--- src/pkg/mvs_defs.vh ---
`ifndef MVS_DEFS_VH
`define MVS_DEFS_VH

// Register byte offsets
`define MVS_REG_CTRL      6'h00
`define MVS_REG_SCALE_LO  6'h04
`define MVS_REG_SCALE_HI  6'h08
`define MVS_REG_PEAK_MIN  6'h0c
`define MVS_REG_HOLD_TIME 6'h10
`define MVS_REG_RANGE_EXT 6'h14
`define MVS_REG_STATUS    6'h18
`define MVS_REG_VALUE     6'h1c
`define MVS_REG_PEAK      6'h20
`define MVS_REG_IRQ_STAT  6'h24
`define MVS_REG_IRQ_CLR   6'h28
`define MVS_REG_IRQ_EN    6'h2c

// CTRL fields
`define MVS_CTRL_RANGE     0
`define MVS_CTRL_CHAR_LO   1
`define MVS_CTRL_CHAR_HI   2
`define MVS_CTRL_PEAK_MODE 3
`define MVS_CTRL_DISP_SRC  4
`define MVS_CTRL_W         5

// Characteristic codes
`define MVS_CHAR_LIN  2'h0
`define MVS_CHAR_SQR  2'h1
`define MVS_CHAR_ROOT 2'h2

// RANGE_EXT fields, tenths of a percent
`define MVS_EXT_LO_MSB 9
`define MVS_EXT_HI_LSB 16
`define MVS_EXT_HI_MSB 23

// Interrupt bits
`define MVS_IRQ_DONE   0
`define MVS_IRQ_PEAK   1
`define MVS_IRQ_OVF    2
`define MVS_IRQ_RANGE  3
`define MVS_IRQ_EXPIRE 4
`define MVS_IRQ_W      5

// Reset values
`define MVS_RST_CTRL      5'h00
`define MVS_RST_SCALE_LO  16'h0000
`define MVS_RST_SCALE_HI  16'h03e8
`define MVS_RST_PEAK_MIN  16'h000a
`define MVS_RST_HOLD_TIME 8'h00
`define MVS_RST_EXT_LO    10'h000
`define MVS_RST_EXT_HI    8'h00

// Input scaling, sample unit is 1 uA
`define MVS_OFFS_4MA   18'h00fa0
`define MVS_SPAN_16MA  16'h3e80
`define MVS_SPAN_20MA  16'h4e20
`define MVS_TOP_20MA   18'h04e20
`define MVS_LO_EXT_MUL 18'h00004
`define MVS_HI_EXT_MUL 18'h00014
`define MVS_FRAC_BITS  14
`define MVS_DIV_STEPS  5'h1e
`define MVS_ROUND_HALF 35'h000002000

// Displayable window
`define MVS_DISP_MIN 21'h1ffc19
`define MVS_DISP_MAX 21'h00270f

// Timing
`define MVS_CLK_HZ   25000000
`define MVS_TICK_MS  100
`define MVS_HOLD_MAX 8'hc7

`endif

--- src/rtl/mvs_isqrt.v ---
`timescale 1ns/100ps
module mvs_isqrt (
  input wire clk_i,           // System clock
  input wire rst_i,           // Async reset, active high
  input wire start_i,         // Start pulse
  input wire [31:0] radicand_i, // Value to root
  output reg done_o,          // Root ready pulse
  output reg [15:0] root_o    // Integer root
);
  reg [31:0] rad;
  reg [17:0] rem;
  reg [4:0] cnt;
  reg busy;
  wire [17:0] rem_sh = {rem[15:0], rad[31:30]};
  wire [17:0] trial = {root_o, 2'h1};

  // Digit by digit, two radicand bits per cycle
  always @(posedge clk_i or posedge rst_i) begin
    if (rst_i) begin
      rad <= 32'h0;
      rem <= 18'h0;
      cnt <= 5'h0;
      busy <= 1'b0;
      done_o <= 1'b0;
      root_o <= 16'h0;
    end else begin
      done_o <= 1'b0;
      if (start_i) begin
        rad <= radicand_i;
        rem <= 18'h0;
        root_o <= 16'h0;
        cnt <= 5'h10;
        busy <= 1'b1;
      end else if (busy) begin
        rad <= {rad[29:0], 2'h0};
        if (rem_sh >= trial) begin
          rem <= rem_sh - trial;
          root_o <= {root_o[14:0], 1'b1};
        end else begin
          rem <= rem_sh;
          root_o <= {root_o[14:0], 1'b0};
        end
        cnt <= cnt - 5'h1;
        if (cnt == 5'h1) begin
          busy <= 1'b0;
          done_o <= 1'b1;
        end
      end
    end
  end
endmodule

--- src/rtl/mvs_top.v ---
// Implementation choices: the register addresses and the Avalon-MM slave port.
`timescale 1ns/100ps
`include "mvs_defs.vh"
// Notes on behaviour
// - 4-20 mA: subtract 4 mA, divide by 16
// - 0-20 mA: divide by 20 mA, no offset
// - No clamping of normalized result outside 0..1
// - Linear: n times span plus low value
// - Span is signed; low may exceed high
// - Square: n squared times span plus low
// - Root: sqrt(n) times span plus low
// - Root with negative n shows low value
// - Rising mode: rise then fall by minimum change
// - Falling mode: fall then rise by minimum change
// - Hold lasts at most hold time, 0.1 s steps
// - Held source, zero time: hold until cancel key
// - Live source, zero time: no holding
// - Source select: live value or captured value
// - Value outside -999..9999 shows overflow
// - Input outside permissible range shows under/over
module mvs_top #(
  parameter TICK_CYCLES = `MVS_CLK_HZ / 1000 * `MVS_TICK_MS
) (
  input wire CLK_SYS_I,             // 25 MHz system clock
  input wire SYS_RST_I,             // Async reset, active high
  input wire [5:0] ADDRESS_I,       // Avalon byte address
  input wire READ_I,                // Avalon read
  input wire WRITE_I,               // Avalon write
  input wire [31:0] WRITEDATA_I,    // Avalon write data
  output reg [31:0] READDATA_O,     // Avalon read data
  output wire WAITREQUEST_O,        // Avalon wait request
  input wire signed [15:0] SAMPLE_I, // Measured input, uA
  input wire SAMPLE_VALID_I,        // Sample strobe
  output wire SAMPLE_READY_O,       // Datapath idle
  input wire CANCEL_KEY_I,          // Cancel key pin, active high
  output reg signed [15:0] DISP_VALUE_O, // Value to display
  output reg DISP_OVERFLOW_O,       // Overflow indication
  output reg DISP_UNDER_O,          // Under-range indication
  output reg DISP_OVER_O,           // Over-range indication
  output reg DISP_HELD_O,           // Display shows held value
  output wire IRQ_O                 // Level interrupt
);
  localparam S_IDLE = 3'h0;
  localparam S_DIV = 3'h1;
  localparam S_CHAR = 3'h2;
  localparam S_ROOT = 3'h3;
  localparam S_SCALE = 3'h4;

  reg [`MVS_CTRL_W-1:0] ctrl;
  reg signed [15:0] scale_low_value;
  reg signed [15:0] scale_high_value;
  reg [15:0] peak_min_change;
  reg [7:0] peak_hold_duration;
  reg [9:0] lower_range_extension;
  reg [7:0] upper_range_extension;
  reg [`MVS_IRQ_W-1:0] irq_stat;
  reg [`MVS_IRQ_W-1:0] irq_en;
  reg ack;

  wire range_0_20 = ctrl[`MVS_CTRL_RANGE];
  wire [1:0] char_sel = ctrl[`MVS_CTRL_CHAR_HI:`MVS_CTRL_CHAR_LO];
  wire falling_mode = ctrl[`MVS_CTRL_PEAK_MODE];
  wire held_src = ctrl[`MVS_CTRL_DISP_SRC];

  // Bus: one wait state, answer on the second edge
  wire req = READ_I | WRITE_I;
  assign WAITREQUEST_O = req & ~ack;
  wire wr_en = WRITE_I & ack;

  reg [2:0] state;
  reg [2:0] next_state;
  reg signed [15:0] samp;
  reg neg;
  reg [29:0] dnum;
  reg [15:0] drem;
  reg [29:0] quo;
  reg [4:0] dcnt;
  reg signed [17:0] fval;
  reg sqrt_start;
  wire sqrt_done;
  wire [15:0] sqrt_root;

  reg signed [15:0] live_val;
  reg live_ovf;
  reg live_under;
  reg live_over;
  reg signed [15:0] trk;
  reg trk_valid;
  reg signed [15:0] held_val;
  reg holding;
  reg [7:0] hold_cnt;
  reg [22:0] tick_div;
  reg tick;
  reg k1, k2, k3, key_lvl, key_prev;
  reg ev_done, ev_peak, ev_ovf, ev_range, ev_expire;

  assign SAMPLE_READY_O = (state == S_IDLE);

  // Permissible range and normalization constants
  wire signed [17:0] samp_x = {{2{SAMPLE_I[15]}}, SAMPLE_I};
  wire signed [17:0] base = range_0_20 ? 18'h0 : `MVS_OFFS_4MA;
  wire [15:0] span = range_0_20 ? `MVS_SPAN_20MA : `MVS_SPAN_16MA;
  wire [17:0] lo_cut = lower_range_extension * `MVS_LO_EXT_MUL;
  wire [17:0] hi_add = upper_range_extension * `MVS_HI_EXT_MUL;
  wire signed [17:0] lo_border = range_0_20 ? 18'h0 : (`MVS_OFFS_4MA - lo_cut);
  wire signed [17:0] hi_border = `MVS_TOP_20MA + hi_add;
  wire signed [17:0] offs = samp_x - base;
  wire [17:0] offs_mag = offs[17] ? (18'h0 - offs) : offs;

  // Restoring division of the offset by the span
  wire [16:0] rem_sh = {drem, dnum[29]};
  wire rem_ge = rem_sh >= {1'b0, span};
  wire [16:0] rem_sub = rem_sh - {1'b0, span};

  wire signed [17:0] quo_s = {1'b0, quo[16:0]};
  wire signed [17:0] nrm = neg ? (18'h0 - quo_s) : quo_s;
  wire signed [35:0] sqr = nrm * nrm;

  // Final scaling, signed span
  wire signed [16:0] span_c = {scale_high_value[15], scale_high_value}
    - {scale_low_value[15], scale_low_value};
  wire signed [34:0] prod = fval * span_c;
  wire signed [34:0] prod_r = prod + `MVS_ROUND_HALF;
  wire signed [20:0] w_full = $signed(prod_r[34:14])
    + $signed({{5{scale_low_value[15]}}, scale_low_value});
  wire w_ovf = (w_full < $signed(`MVS_DISP_MIN)) | (w_full > $signed(`MVS_DISP_MAX));
  wire in_over = $signed({{2{samp[15]}}, samp}) > hi_border;
  wire in_lo = $signed({{2{samp[15]}}, samp}) < lo_border;

  mvs_isqrt u_isqrt (
    .clk_i(CLK_SYS_I),
    .rst_i(SYS_RST_I),
    .start_i(sqrt_start),
    .radicand_i({quo[17:0], 14'h0}),
    .done_o(sqrt_done),
    .root_o(sqrt_root)
  );

  always @* begin
    next_state = state;
    case (state)
      S_IDLE: if (SAMPLE_VALID_I) next_state = S_DIV;
      S_DIV: if (dcnt == 5'h1) next_state = S_CHAR;
      S_CHAR: next_state = (char_sel == `MVS_CHAR_ROOT && !neg) ? S_ROOT : S_SCALE;
      S_ROOT: if (sqrt_done) next_state = S_SCALE;
      S_SCALE: next_state = S_IDLE;
      default: next_state = S_IDLE;
    endcase
  end

  // Datapath sequencing
  always @(posedge CLK_SYS_I or posedge SYS_RST_I) begin
    if (SYS_RST_I) begin
      state <= S_IDLE;
      samp <= 16'h0;
      neg <= 1'b0;
      dnum <= 30'h0;
      drem <= 16'h0;
      quo <= 30'h0;
      dcnt <= 5'h0;
      fval <= 18'h0;
      sqrt_start <= 1'b0;
      live_val <= 16'h0;
      live_ovf <= 1'b0;
      live_under <= 1'b0;
      live_over <= 1'b0;
      ev_done <= 1'b0;
      ev_ovf <= 1'b0;
      ev_range <= 1'b0;
    end else begin
      state <= next_state;
      sqrt_start <= 1'b0;
      ev_done <= 1'b0;
      ev_ovf <= 1'b0;
      ev_range <= 1'b0;
      case (state)
        S_IDLE: begin
          if (SAMPLE_VALID_I) begin
            samp <= SAMPLE_I;
            neg <= offs[17];
            dnum <= {offs_mag[15:0], 14'h0};
            drem <= 16'h0;
            quo <= 30'h0;
            dcnt <= `MVS_DIV_STEPS;
          end
        end
        S_DIV: begin
          dnum <= {dnum[28:0], 1'b0};
          drem <= rem_ge ? rem_sub[15:0] : rem_sh[15:0];
          quo <= {quo[28:0], rem_ge};
          dcnt <= dcnt - 5'h1;
        end
        S_CHAR: begin
          case (char_sel)
            `MVS_CHAR_SQR: fval <= sqr[31:14];
            `MVS_CHAR_ROOT: begin
              fval <= 18'h0;
              sqrt_start <= !neg;
            end
            default: fval <= nrm;
          endcase
        end
        S_ROOT: if (sqrt_done) fval <= {2'h0, sqrt_root};
        S_SCALE: begin
          live_under <= in_lo;
          live_over <= in_over;
          live_ovf <= w_ovf & ~in_lo & ~in_over;
          live_val <= (w_ovf | in_lo | in_over) ? 16'h0 : w_full[15:0];
          ev_done <= 1'b1;
          ev_ovf <= w_ovf & ~in_lo & ~in_over;
          ev_range <= in_lo | in_over;
        end
        default: ;
      endcase
    end
  end

  // Cancel key: three stages, accepted when the last two agree
  always @(posedge CLK_SYS_I or posedge SYS_RST_I) begin
    if (SYS_RST_I) begin
      k1 <= 1'b0;
      k2 <= 1'b0;
      k3 <= 1'b0;
      key_lvl <= 1'b0;
      key_prev <= 1'b0;
    end else begin
      k1 <= CANCEL_KEY_I;
      k2 <= k1;
      k3 <= k2;
      if (k2 == k3) key_lvl <= k3;
      key_prev <= key_lvl;
    end
  end
  wire key_press = key_lvl & ~key_prev;

  // Peak and drop detection on each fresh in-range result
  wire new_ok = ev_done & ~live_under & ~live_over & ~live_ovf;
  wire [16:0] fall_by = {trk[15], trk} - {live_val[15], live_val};
  wire [16:0] rise_by = {live_val[15], live_val} - {trk[15], trk};
  wire [16:0] min_x = {1'b0, peak_min_change};
  wire peak_hit = !falling_mode && live_val < trk
    && $signed(fall_by) >= $signed(min_x);
  wire drop_hit = falling_mode && live_val > trk
    && $signed(rise_by) >= $signed(min_x);
  wire no_hold = (peak_hold_duration == 8'h0) && !held_src;
  wire capture = new_ok && trk_valid && (peak_hit || drop_hit) && !no_hold;
  wire expire = holding && peak_hold_duration != 8'h0
    && hold_cnt >= peak_hold_duration;

  // 0.1 s tick, restarted on capture so a hold never ends a tick early
  always @(posedge CLK_SYS_I or posedge SYS_RST_I) begin
    if (SYS_RST_I) begin
      tick_div <= 23'h0;
      tick <= 1'b0;
    end else if (capture) begin
      tick_div <= 23'h0;
      tick <= 1'b0;
    end else if (tick_div == TICK_CYCLES[22:0] - 23'h1) begin
      tick_div <= 23'h0;
      tick <= 1'b1;
    end else begin
      tick_div <= tick_div + 23'h1;
      tick <= 1'b0;
    end
  end

  always @(posedge CLK_SYS_I or posedge SYS_RST_I) begin
    if (SYS_RST_I) begin
      trk <= 16'h0;
      trk_valid <= 1'b0;
      held_val <= 16'h0;
      holding <= 1'b0;
      hold_cnt <= 8'h0;
      ev_peak <= 1'b0;
      ev_expire <= 1'b0;
    end else begin
      ev_peak <= capture;
      ev_expire <= 1'b0;
      if (new_ok) begin
        if (!trk_valid || peak_hit || drop_hit) begin
          trk <= live_val;
        end else if (falling_mode ? (live_val < trk) : (live_val > trk)) begin
          trk <= live_val;
        end
        trk_valid <= 1'b1;
      end
      if (capture) begin
        held_val <= trk;
        holding <= 1'b1;
        hold_cnt <= 8'h0;
      end else if (expire) begin
        holding <= 1'b0;
        ev_expire <= 1'b1;
      end else if (holding && key_press) begin
        holding <= 1'b0;
        ev_expire <= 1'b1;
      end else if (holding && no_hold) begin
        holding <= 1'b0;
      end else if (holding && tick && hold_cnt != `MVS_HOLD_MAX) begin
        hold_cnt <= hold_cnt + 8'h1;
      end
    end
  end

  // Display source selection
  wire show_held = held_src && holding;
  always @(posedge CLK_SYS_I or posedge SYS_RST_I) begin
    if (SYS_RST_I) begin
      DISP_VALUE_O <= 16'h0;
      DISP_OVERFLOW_O <= 1'b0;
      DISP_UNDER_O <= 1'b0;
      DISP_OVER_O <= 1'b0;
      DISP_HELD_O <= 1'b0;
    end else begin
      DISP_VALUE_O <= show_held ? held_val : live_val;
      DISP_OVERFLOW_O <= ~show_held & live_ovf;
      DISP_UNDER_O <= ~show_held & live_under;
      DISP_OVER_O <= ~show_held & live_over;
      DISP_HELD_O <= show_held;
    end
  end

  // Register file
  wire [`MVS_IRQ_W-1:0] irq_set = {ev_expire, ev_range, ev_ovf, ev_peak, ev_done};
  wire clr_hit = wr_en && ADDRESS_I == `MVS_REG_IRQ_CLR;
  wire [`MVS_IRQ_W-1:0] irq_clr = clr_hit ? WRITEDATA_I[`MVS_IRQ_W-1:0] : 5'h0;
  assign IRQ_O = |(irq_stat & irq_en);

  always @(posedge CLK_SYS_I or posedge SYS_RST_I) begin
    if (SYS_RST_I) begin
      ack <= 1'b0;
      READDATA_O <= 32'h0;
      ctrl <= `MVS_RST_CTRL;
      scale_low_value <= `MVS_RST_SCALE_LO;
      scale_high_value <= `MVS_RST_SCALE_HI;
      peak_min_change <= `MVS_RST_PEAK_MIN;
      peak_hold_duration <= `MVS_RST_HOLD_TIME;
      lower_range_extension <= `MVS_RST_EXT_LO;
      upper_range_extension <= `MVS_RST_EXT_HI;
      irq_stat <= 5'h0;
      irq_en <= 5'h0;
    end else begin
      ack <= req & ~ack;
      // Set wins over a clear in the same cycle
      irq_stat <= (irq_stat & ~irq_clr) | irq_set;
      if (wr_en) begin
        case (ADDRESS_I)
          `MVS_REG_CTRL: ctrl <= WRITEDATA_I[`MVS_CTRL_W-1:0];
          `MVS_REG_SCALE_LO: scale_low_value <= WRITEDATA_I[15:0];
          `MVS_REG_SCALE_HI: scale_high_value <= WRITEDATA_I[15:0];
          `MVS_REG_PEAK_MIN: peak_min_change <= WRITEDATA_I[15:0];
          // Out-of-range hold times saturate at 19.9 s
          `MVS_REG_HOLD_TIME: peak_hold_duration <= (WRITEDATA_I[7:0] > `MVS_HOLD_MAX)
            ? `MVS_HOLD_MAX : WRITEDATA_I[7:0];
          `MVS_REG_RANGE_EXT: begin
            lower_range_extension <= WRITEDATA_I[`MVS_EXT_LO_MSB:0];
            upper_range_extension <= WRITEDATA_I[`MVS_EXT_HI_MSB:`MVS_EXT_HI_LSB];
          end
          `MVS_REG_IRQ_EN: irq_en <= WRITEDATA_I[`MVS_IRQ_W-1:0];
          default: ;
        endcase
      end
      if (READ_I & ~ack) begin
        case (ADDRESS_I)
          `MVS_REG_CTRL: READDATA_O <= {27'h0, ctrl};
          `MVS_REG_SCALE_LO: READDATA_O <= {{16{scale_low_value[15]}}, scale_low_value};
          `MVS_REG_SCALE_HI: READDATA_O <= {{16{scale_high_value[15]}}, scale_high_value};
          `MVS_REG_PEAK_MIN: READDATA_O <= {16'h0, peak_min_change};
          `MVS_REG_HOLD_TIME: READDATA_O <= {24'h0, peak_hold_duration};
          `MVS_REG_RANGE_EXT: READDATA_O <= {8'h0, upper_range_extension,
            6'h0, lower_range_extension};
          `MVS_REG_STATUS: READDATA_O <= {26'h0, state != S_IDLE, holding,
            live_over, live_under, live_ovf, trk_valid};
          `MVS_REG_VALUE: READDATA_O <= {{16{live_val[15]}}, live_val};
          `MVS_REG_PEAK: READDATA_O <= {{16{held_val[15]}}, held_val};
          `MVS_REG_IRQ_STAT: READDATA_O <= {27'h0, irq_stat};
          `MVS_REG_IRQ_EN: READDATA_O <= {27'h0, irq_en};
          default: READDATA_O <= 32'h0;
        endcase
      end
    end
  end
endmodule

--- config.mk ---
export PLATFORM = sky130hd
export DESIGN_NAME = mvs_top
export DESIGN_NICKNAME = d
export VERILOG_FILES = /design/src/rtl/mvs_isqrt.v /design/src/rtl/mvs_top.v
export VERILOG_INCLUDE_DIRS = /design/src /design/src/pkg
export SDC_FILE = /design/constraint.sdc
export NUM_CORES = 2
export LEC_CHECK = 0
export BUFFER_PORTS_ARGS = -buffer_cell sky130_fd_sc_hd__buf_2
export CAP_MARGIN = 20
export CORE_MARGIN = 5
export CORE_UTILIZATION = 42
export CTS_BUF_LIST = sky130_fd_sc_hd__clkbuf_8 sky130_fd_sc_hd__clkbuf_16
export CTS_CLUSTER_DIAMETER = 200
export CTS_CLUSTER_SIZE = 30
export DETAILED_ROUTE_END_ITERATION = 12
export HOLD_SLACK_MARGIN = 0.05
export MAX_ROUTING_LAYER = met4
export PLACE_DENSITY = 0.59
export REMOVE_ABC_BUFFERS = 1
export SLEW_MARGIN = 25
export SYNTH_ARGS = -nofsm -noshare
export SYNTH_HDL_FRONTEND = slang
export SYNTH_SLANG_ARGS = --single-unit
--- constraint.sdc ---
create_clock -name CLK_SYS_I -period 19 [get_ports CLK_SYS_I]
set_input_delay 0.95 -clock CLK_SYS_I [delete_from_list [all_inputs] [get_ports CLK_SYS_I]]
set_output_delay 0.95 -clock CLK_SYS_I [all_outputs]
set_load 0.05 [all_outputs]
==> impl_metrics.yaml <==
sta:
  setup_viol: 0
  totalNegativeSetupSlack_ns: 0
  max_freq_mhz: 79.9
  tightest_slew_ns: 1.06
  max-slew-margin-rel_pct: 28.9
  fin_worst_skew_ns: 0.0279
  finalCritPeriodShare_pct: 65.9
  rsz0062_at_grt: "no"
  slew_viol_final: 0
  hold_viol: 0
  period_needed_ns: 12.51
final_layout:
  num-nets-final: 5772
  drive_gt1_share_pct: 7.24
  n_antenna_cell: 0
  fillers: 10200
  areaGrowthSynthToFinish_pct: 5.76
routing:
  vias: 32300
  dr.max_layer_used: "met4"
  dr.first_iter.drc_count: 2302
  met3WireLength_microns: 5510
  dr.pass1.iters: 8
  via_per_inst: 5.25
  wl_microns: 112000
  ant_nets: 0
  dr_wl_met2_microns: 52300
  drt-met1-wl_microns: 52000
  wl_per_cell_microns: 18.2
  route.detailed.drc: 0
placement:
  hpwlAfterDp_microns: 87400
  portBuffers: 106
  routabilityCongestion: 0.931
floorplanning:
  dieArea_sq_mm: 0.111
  die_w_microns: 334
  die_h_microns: 334
  initial_utilization_pct: 42.4
  rows: 118
  core-area_sq_mm: 0.104
  io_pins: 115
critical_path:
  r2r_setup_slack_ns: 6.49
  max_stage_delay_ns: 0.66
  critical_path_peak_fanout: 18
  worstPathArrival_ns: 12.98
  worst_path_max_delay_cell: "o41ai_1"
  crit_path_start_kind: "flip-flop"
  cp-end-kind: "flip-flop"
  reg2reg_depth: 46
  critPathKind: "reg2reg"
  cp.required_ns: 19.46
  cp_common_cell: "fa_1"
  r2r_end: "live_val[7]$_DFFE_PP0P_"
  rr_startpoint: "scale_low_value[1]$_DFFE_PP0P_"
logic_synthesis:
  syn_inst: 4769
  synth-seq-cells: 381
  seq_area_frac_synth_pct: 21.7
  async_flop_share_pct: 100
  yosysTopAreaCell: "fa_1"
  yosys_warnings: 0
  synth_area_sq_mm: 0.0440
  yosys_most_used_dff: "dfrtp_1"
  synthDistinctLibCells: 87
  synth_top_area_share_pct: 26.5
  ys_top_cells_by_area: "fa_1, dfrtp_1, ha_1"
  synth_edf_count: 0
  syn_area_per_cell_sq_um: 9.24
cts:
  numCtsBuffers: 16
  cts_max_path_buffers: 3
  clockRootBuffer: "clkbuf_16"
  clock-sinks: 381
  cts_tree: "yes"
  path_clk_slew_ns: 0.13
  cts_resized: 0
  ctsHoldBuffers: 0
  htreeDepth: 1
  worstSkewPairLatency_ns: 0.56
  post-cts-setup-buffers: 0
grt:
  antenna_found_initial: 0
  grt_pass1_vias: 33400
  grtUsageTotal_pct: 20.8
  grt_pass1_wl_microns: 184000
  grt_max_degree: 104
  overflow: 0
hold_path:
  min-delay-start: "k1$_DFF_PP0_"
  hold_class: "reg2reg"
  min_to: "k2$_DFF_PP0_"
  hold_path_depth: 0
job:
  drv_cap: 0
run_status:
  status: "completed"
## synth_stat cells (19+ instances only)
cell type,n
dfrtp_1,373
xnor2_1,128
nor2_1,293
mux2_2,95
nand4_1,31
nor2b_1,60
a211oi_1,29
a31oi_1,21
a21oi_1,131
nand2b_1,43
clkbuf_1,149
mux2i_1,68
o21ai_0,194
xor2_1,80
a221oi_1,20
and2_1,106
buf_1,21
nor3_1,51
inv_1,888
a22oi_1,50
ha_1,361
a21o_1,65
nor4_1,19
o21a_1,28
fa_1,582
nand3_1,87
nand2_1,520
## flip-flops by register name, summed over array words and instances, names as in the netlist, 18 cells and up
| register | cells |
|---|---|
| tick_div | 23 |
| quo | 18 |
| READDATA_O | 25 |
| u_isqrt.rad | 18 |
| fval | 18 |
## layout by cell type (no fill, tap or decap), types with 9 or more instances in the layout
cell and count:
inv_1 896, fa_1 582, nand2_1 519, dfrtp_1 371, ha_1 361, nor2_1 290, o21ai_0 194, a21oi_1 131
xnor2_1 127, and2_1 106, buf_2 106, mux2_2 95, nand3_1 87, xor2_1 80, mux2i_1 68, a21o_1 65
nor2b_1 58, buf_4 56, a22oi_1 50, nor3_1 48, nand2b_1 43, nand4_1 31, a211oi_1 29, o21a_1 28
a31oi_1 20, a221oi_1 20, nor4_1 19, and3_1 16, or2_2 16, clkbuf_16 16, o31ai_1 15, o21bai_1 15
a222oi_1 12, o21ai_1 11, nand3b_1 9, o211ai_1 9, a21boi_0 9, o22ai_2 9
## layout make-up
type	instances	area [sq um]	area share, %
tap	1380	1730	3.71
inverter	895	3370	7.23
clock inverter	12	65.1	0.140
timing repair buffer	164	973	2.09
sequential	381	9550	20.5
clock buffer	16	400	0.860
multi-input combinational	3311	30500	65.5
## worst max-delay path: cells and delay by family (launching register included)
family,cells,cell delay [ns]
multiplexers,1,0.42
AO/OA/AOI/OAI,21,5.00
buffers and inverters,6,0.60
flip-flops,1,0.50
XOR/XNOR,2,0.23
adder cells (fa/ha/maj),9,4.18
AND/OR/NAND/NOR,7,1.44
## per-stage QoR
step	util (%)	cell area [sq um]	instances	setup slack, ns	hold WS, ns
floorplan	-	43300	4587	7.48	0.331
global placement	44.4	46100	6131	6.73	0.334
detailed placement	44.4	46100	6131	6.60	0.350
CTS	44.9	46600	6159	6.51	0.377
global route	44.9	46600	6159	5.70	0.390
finish	44.9	46600	6159	6.49	0.375
## worst max path at each step
| stage | from | endpoint | slack (ns) | depth (start not counted) |
|---|---|---|---|---|
| 2_1_floorplan | SYS_RST_I | DISP_HELD_O$_DFF_PP0_ | 7.48 | 1 |
| 3_3_place_gp | scale_low_value[1]$_DFFE_PP0P_ | live_val[7]$_DFFE_PP0P_ | 6.73 | 46 |
| 3_5_place_dp | scale_low_value[1]$_DFFE_PP0P_ | live_val[7]$_DFFE_PP0P_ | 6.60 | 46 |
| 4_1_cts | scale_low_value[1]$_DFFE_PP0P_ | live_val[7]$_DFFE_PP0P_ | 6.51 | 46 |
| 5_1_grt | scale_low_value[1]$_DFFE_PP0P_ | live_val[1]$_DFFE_PP0P_ | 5.70 | 46 |
| 6_report | scale_low_value[1]$_DFFE_PP0P_ | live_val[7]$_DFFE_PP0P_ | 6.49 | 46 |
## cell families (layout without fill, tap and decap cells)
group                      after synthesis  count (layout)  share of synthesized area [%]
AOI/OAI and AO/OA                      704             704                           10.6
DFF                                    381             381                           21.7
xor gates and xnor gates               210             210                           4.22
and+or+nand+nor                       1289            1289                           13.5
buffers and inverters                 1077            1087                           9.25
adders and majority gates              944             944                           36.7
muxes                                  164             164                           4.03
## metal layers
layer	vias to the layer above	track usage, %
met5	-	-
met4	0	3.40
met3	119	2.22
met2	698	33.4
met1	16300	29.4
li1	15300	-
Power is not shown: default switching activity piles up to over one toggle a cycle in this logic, so the estimate is an artifact.
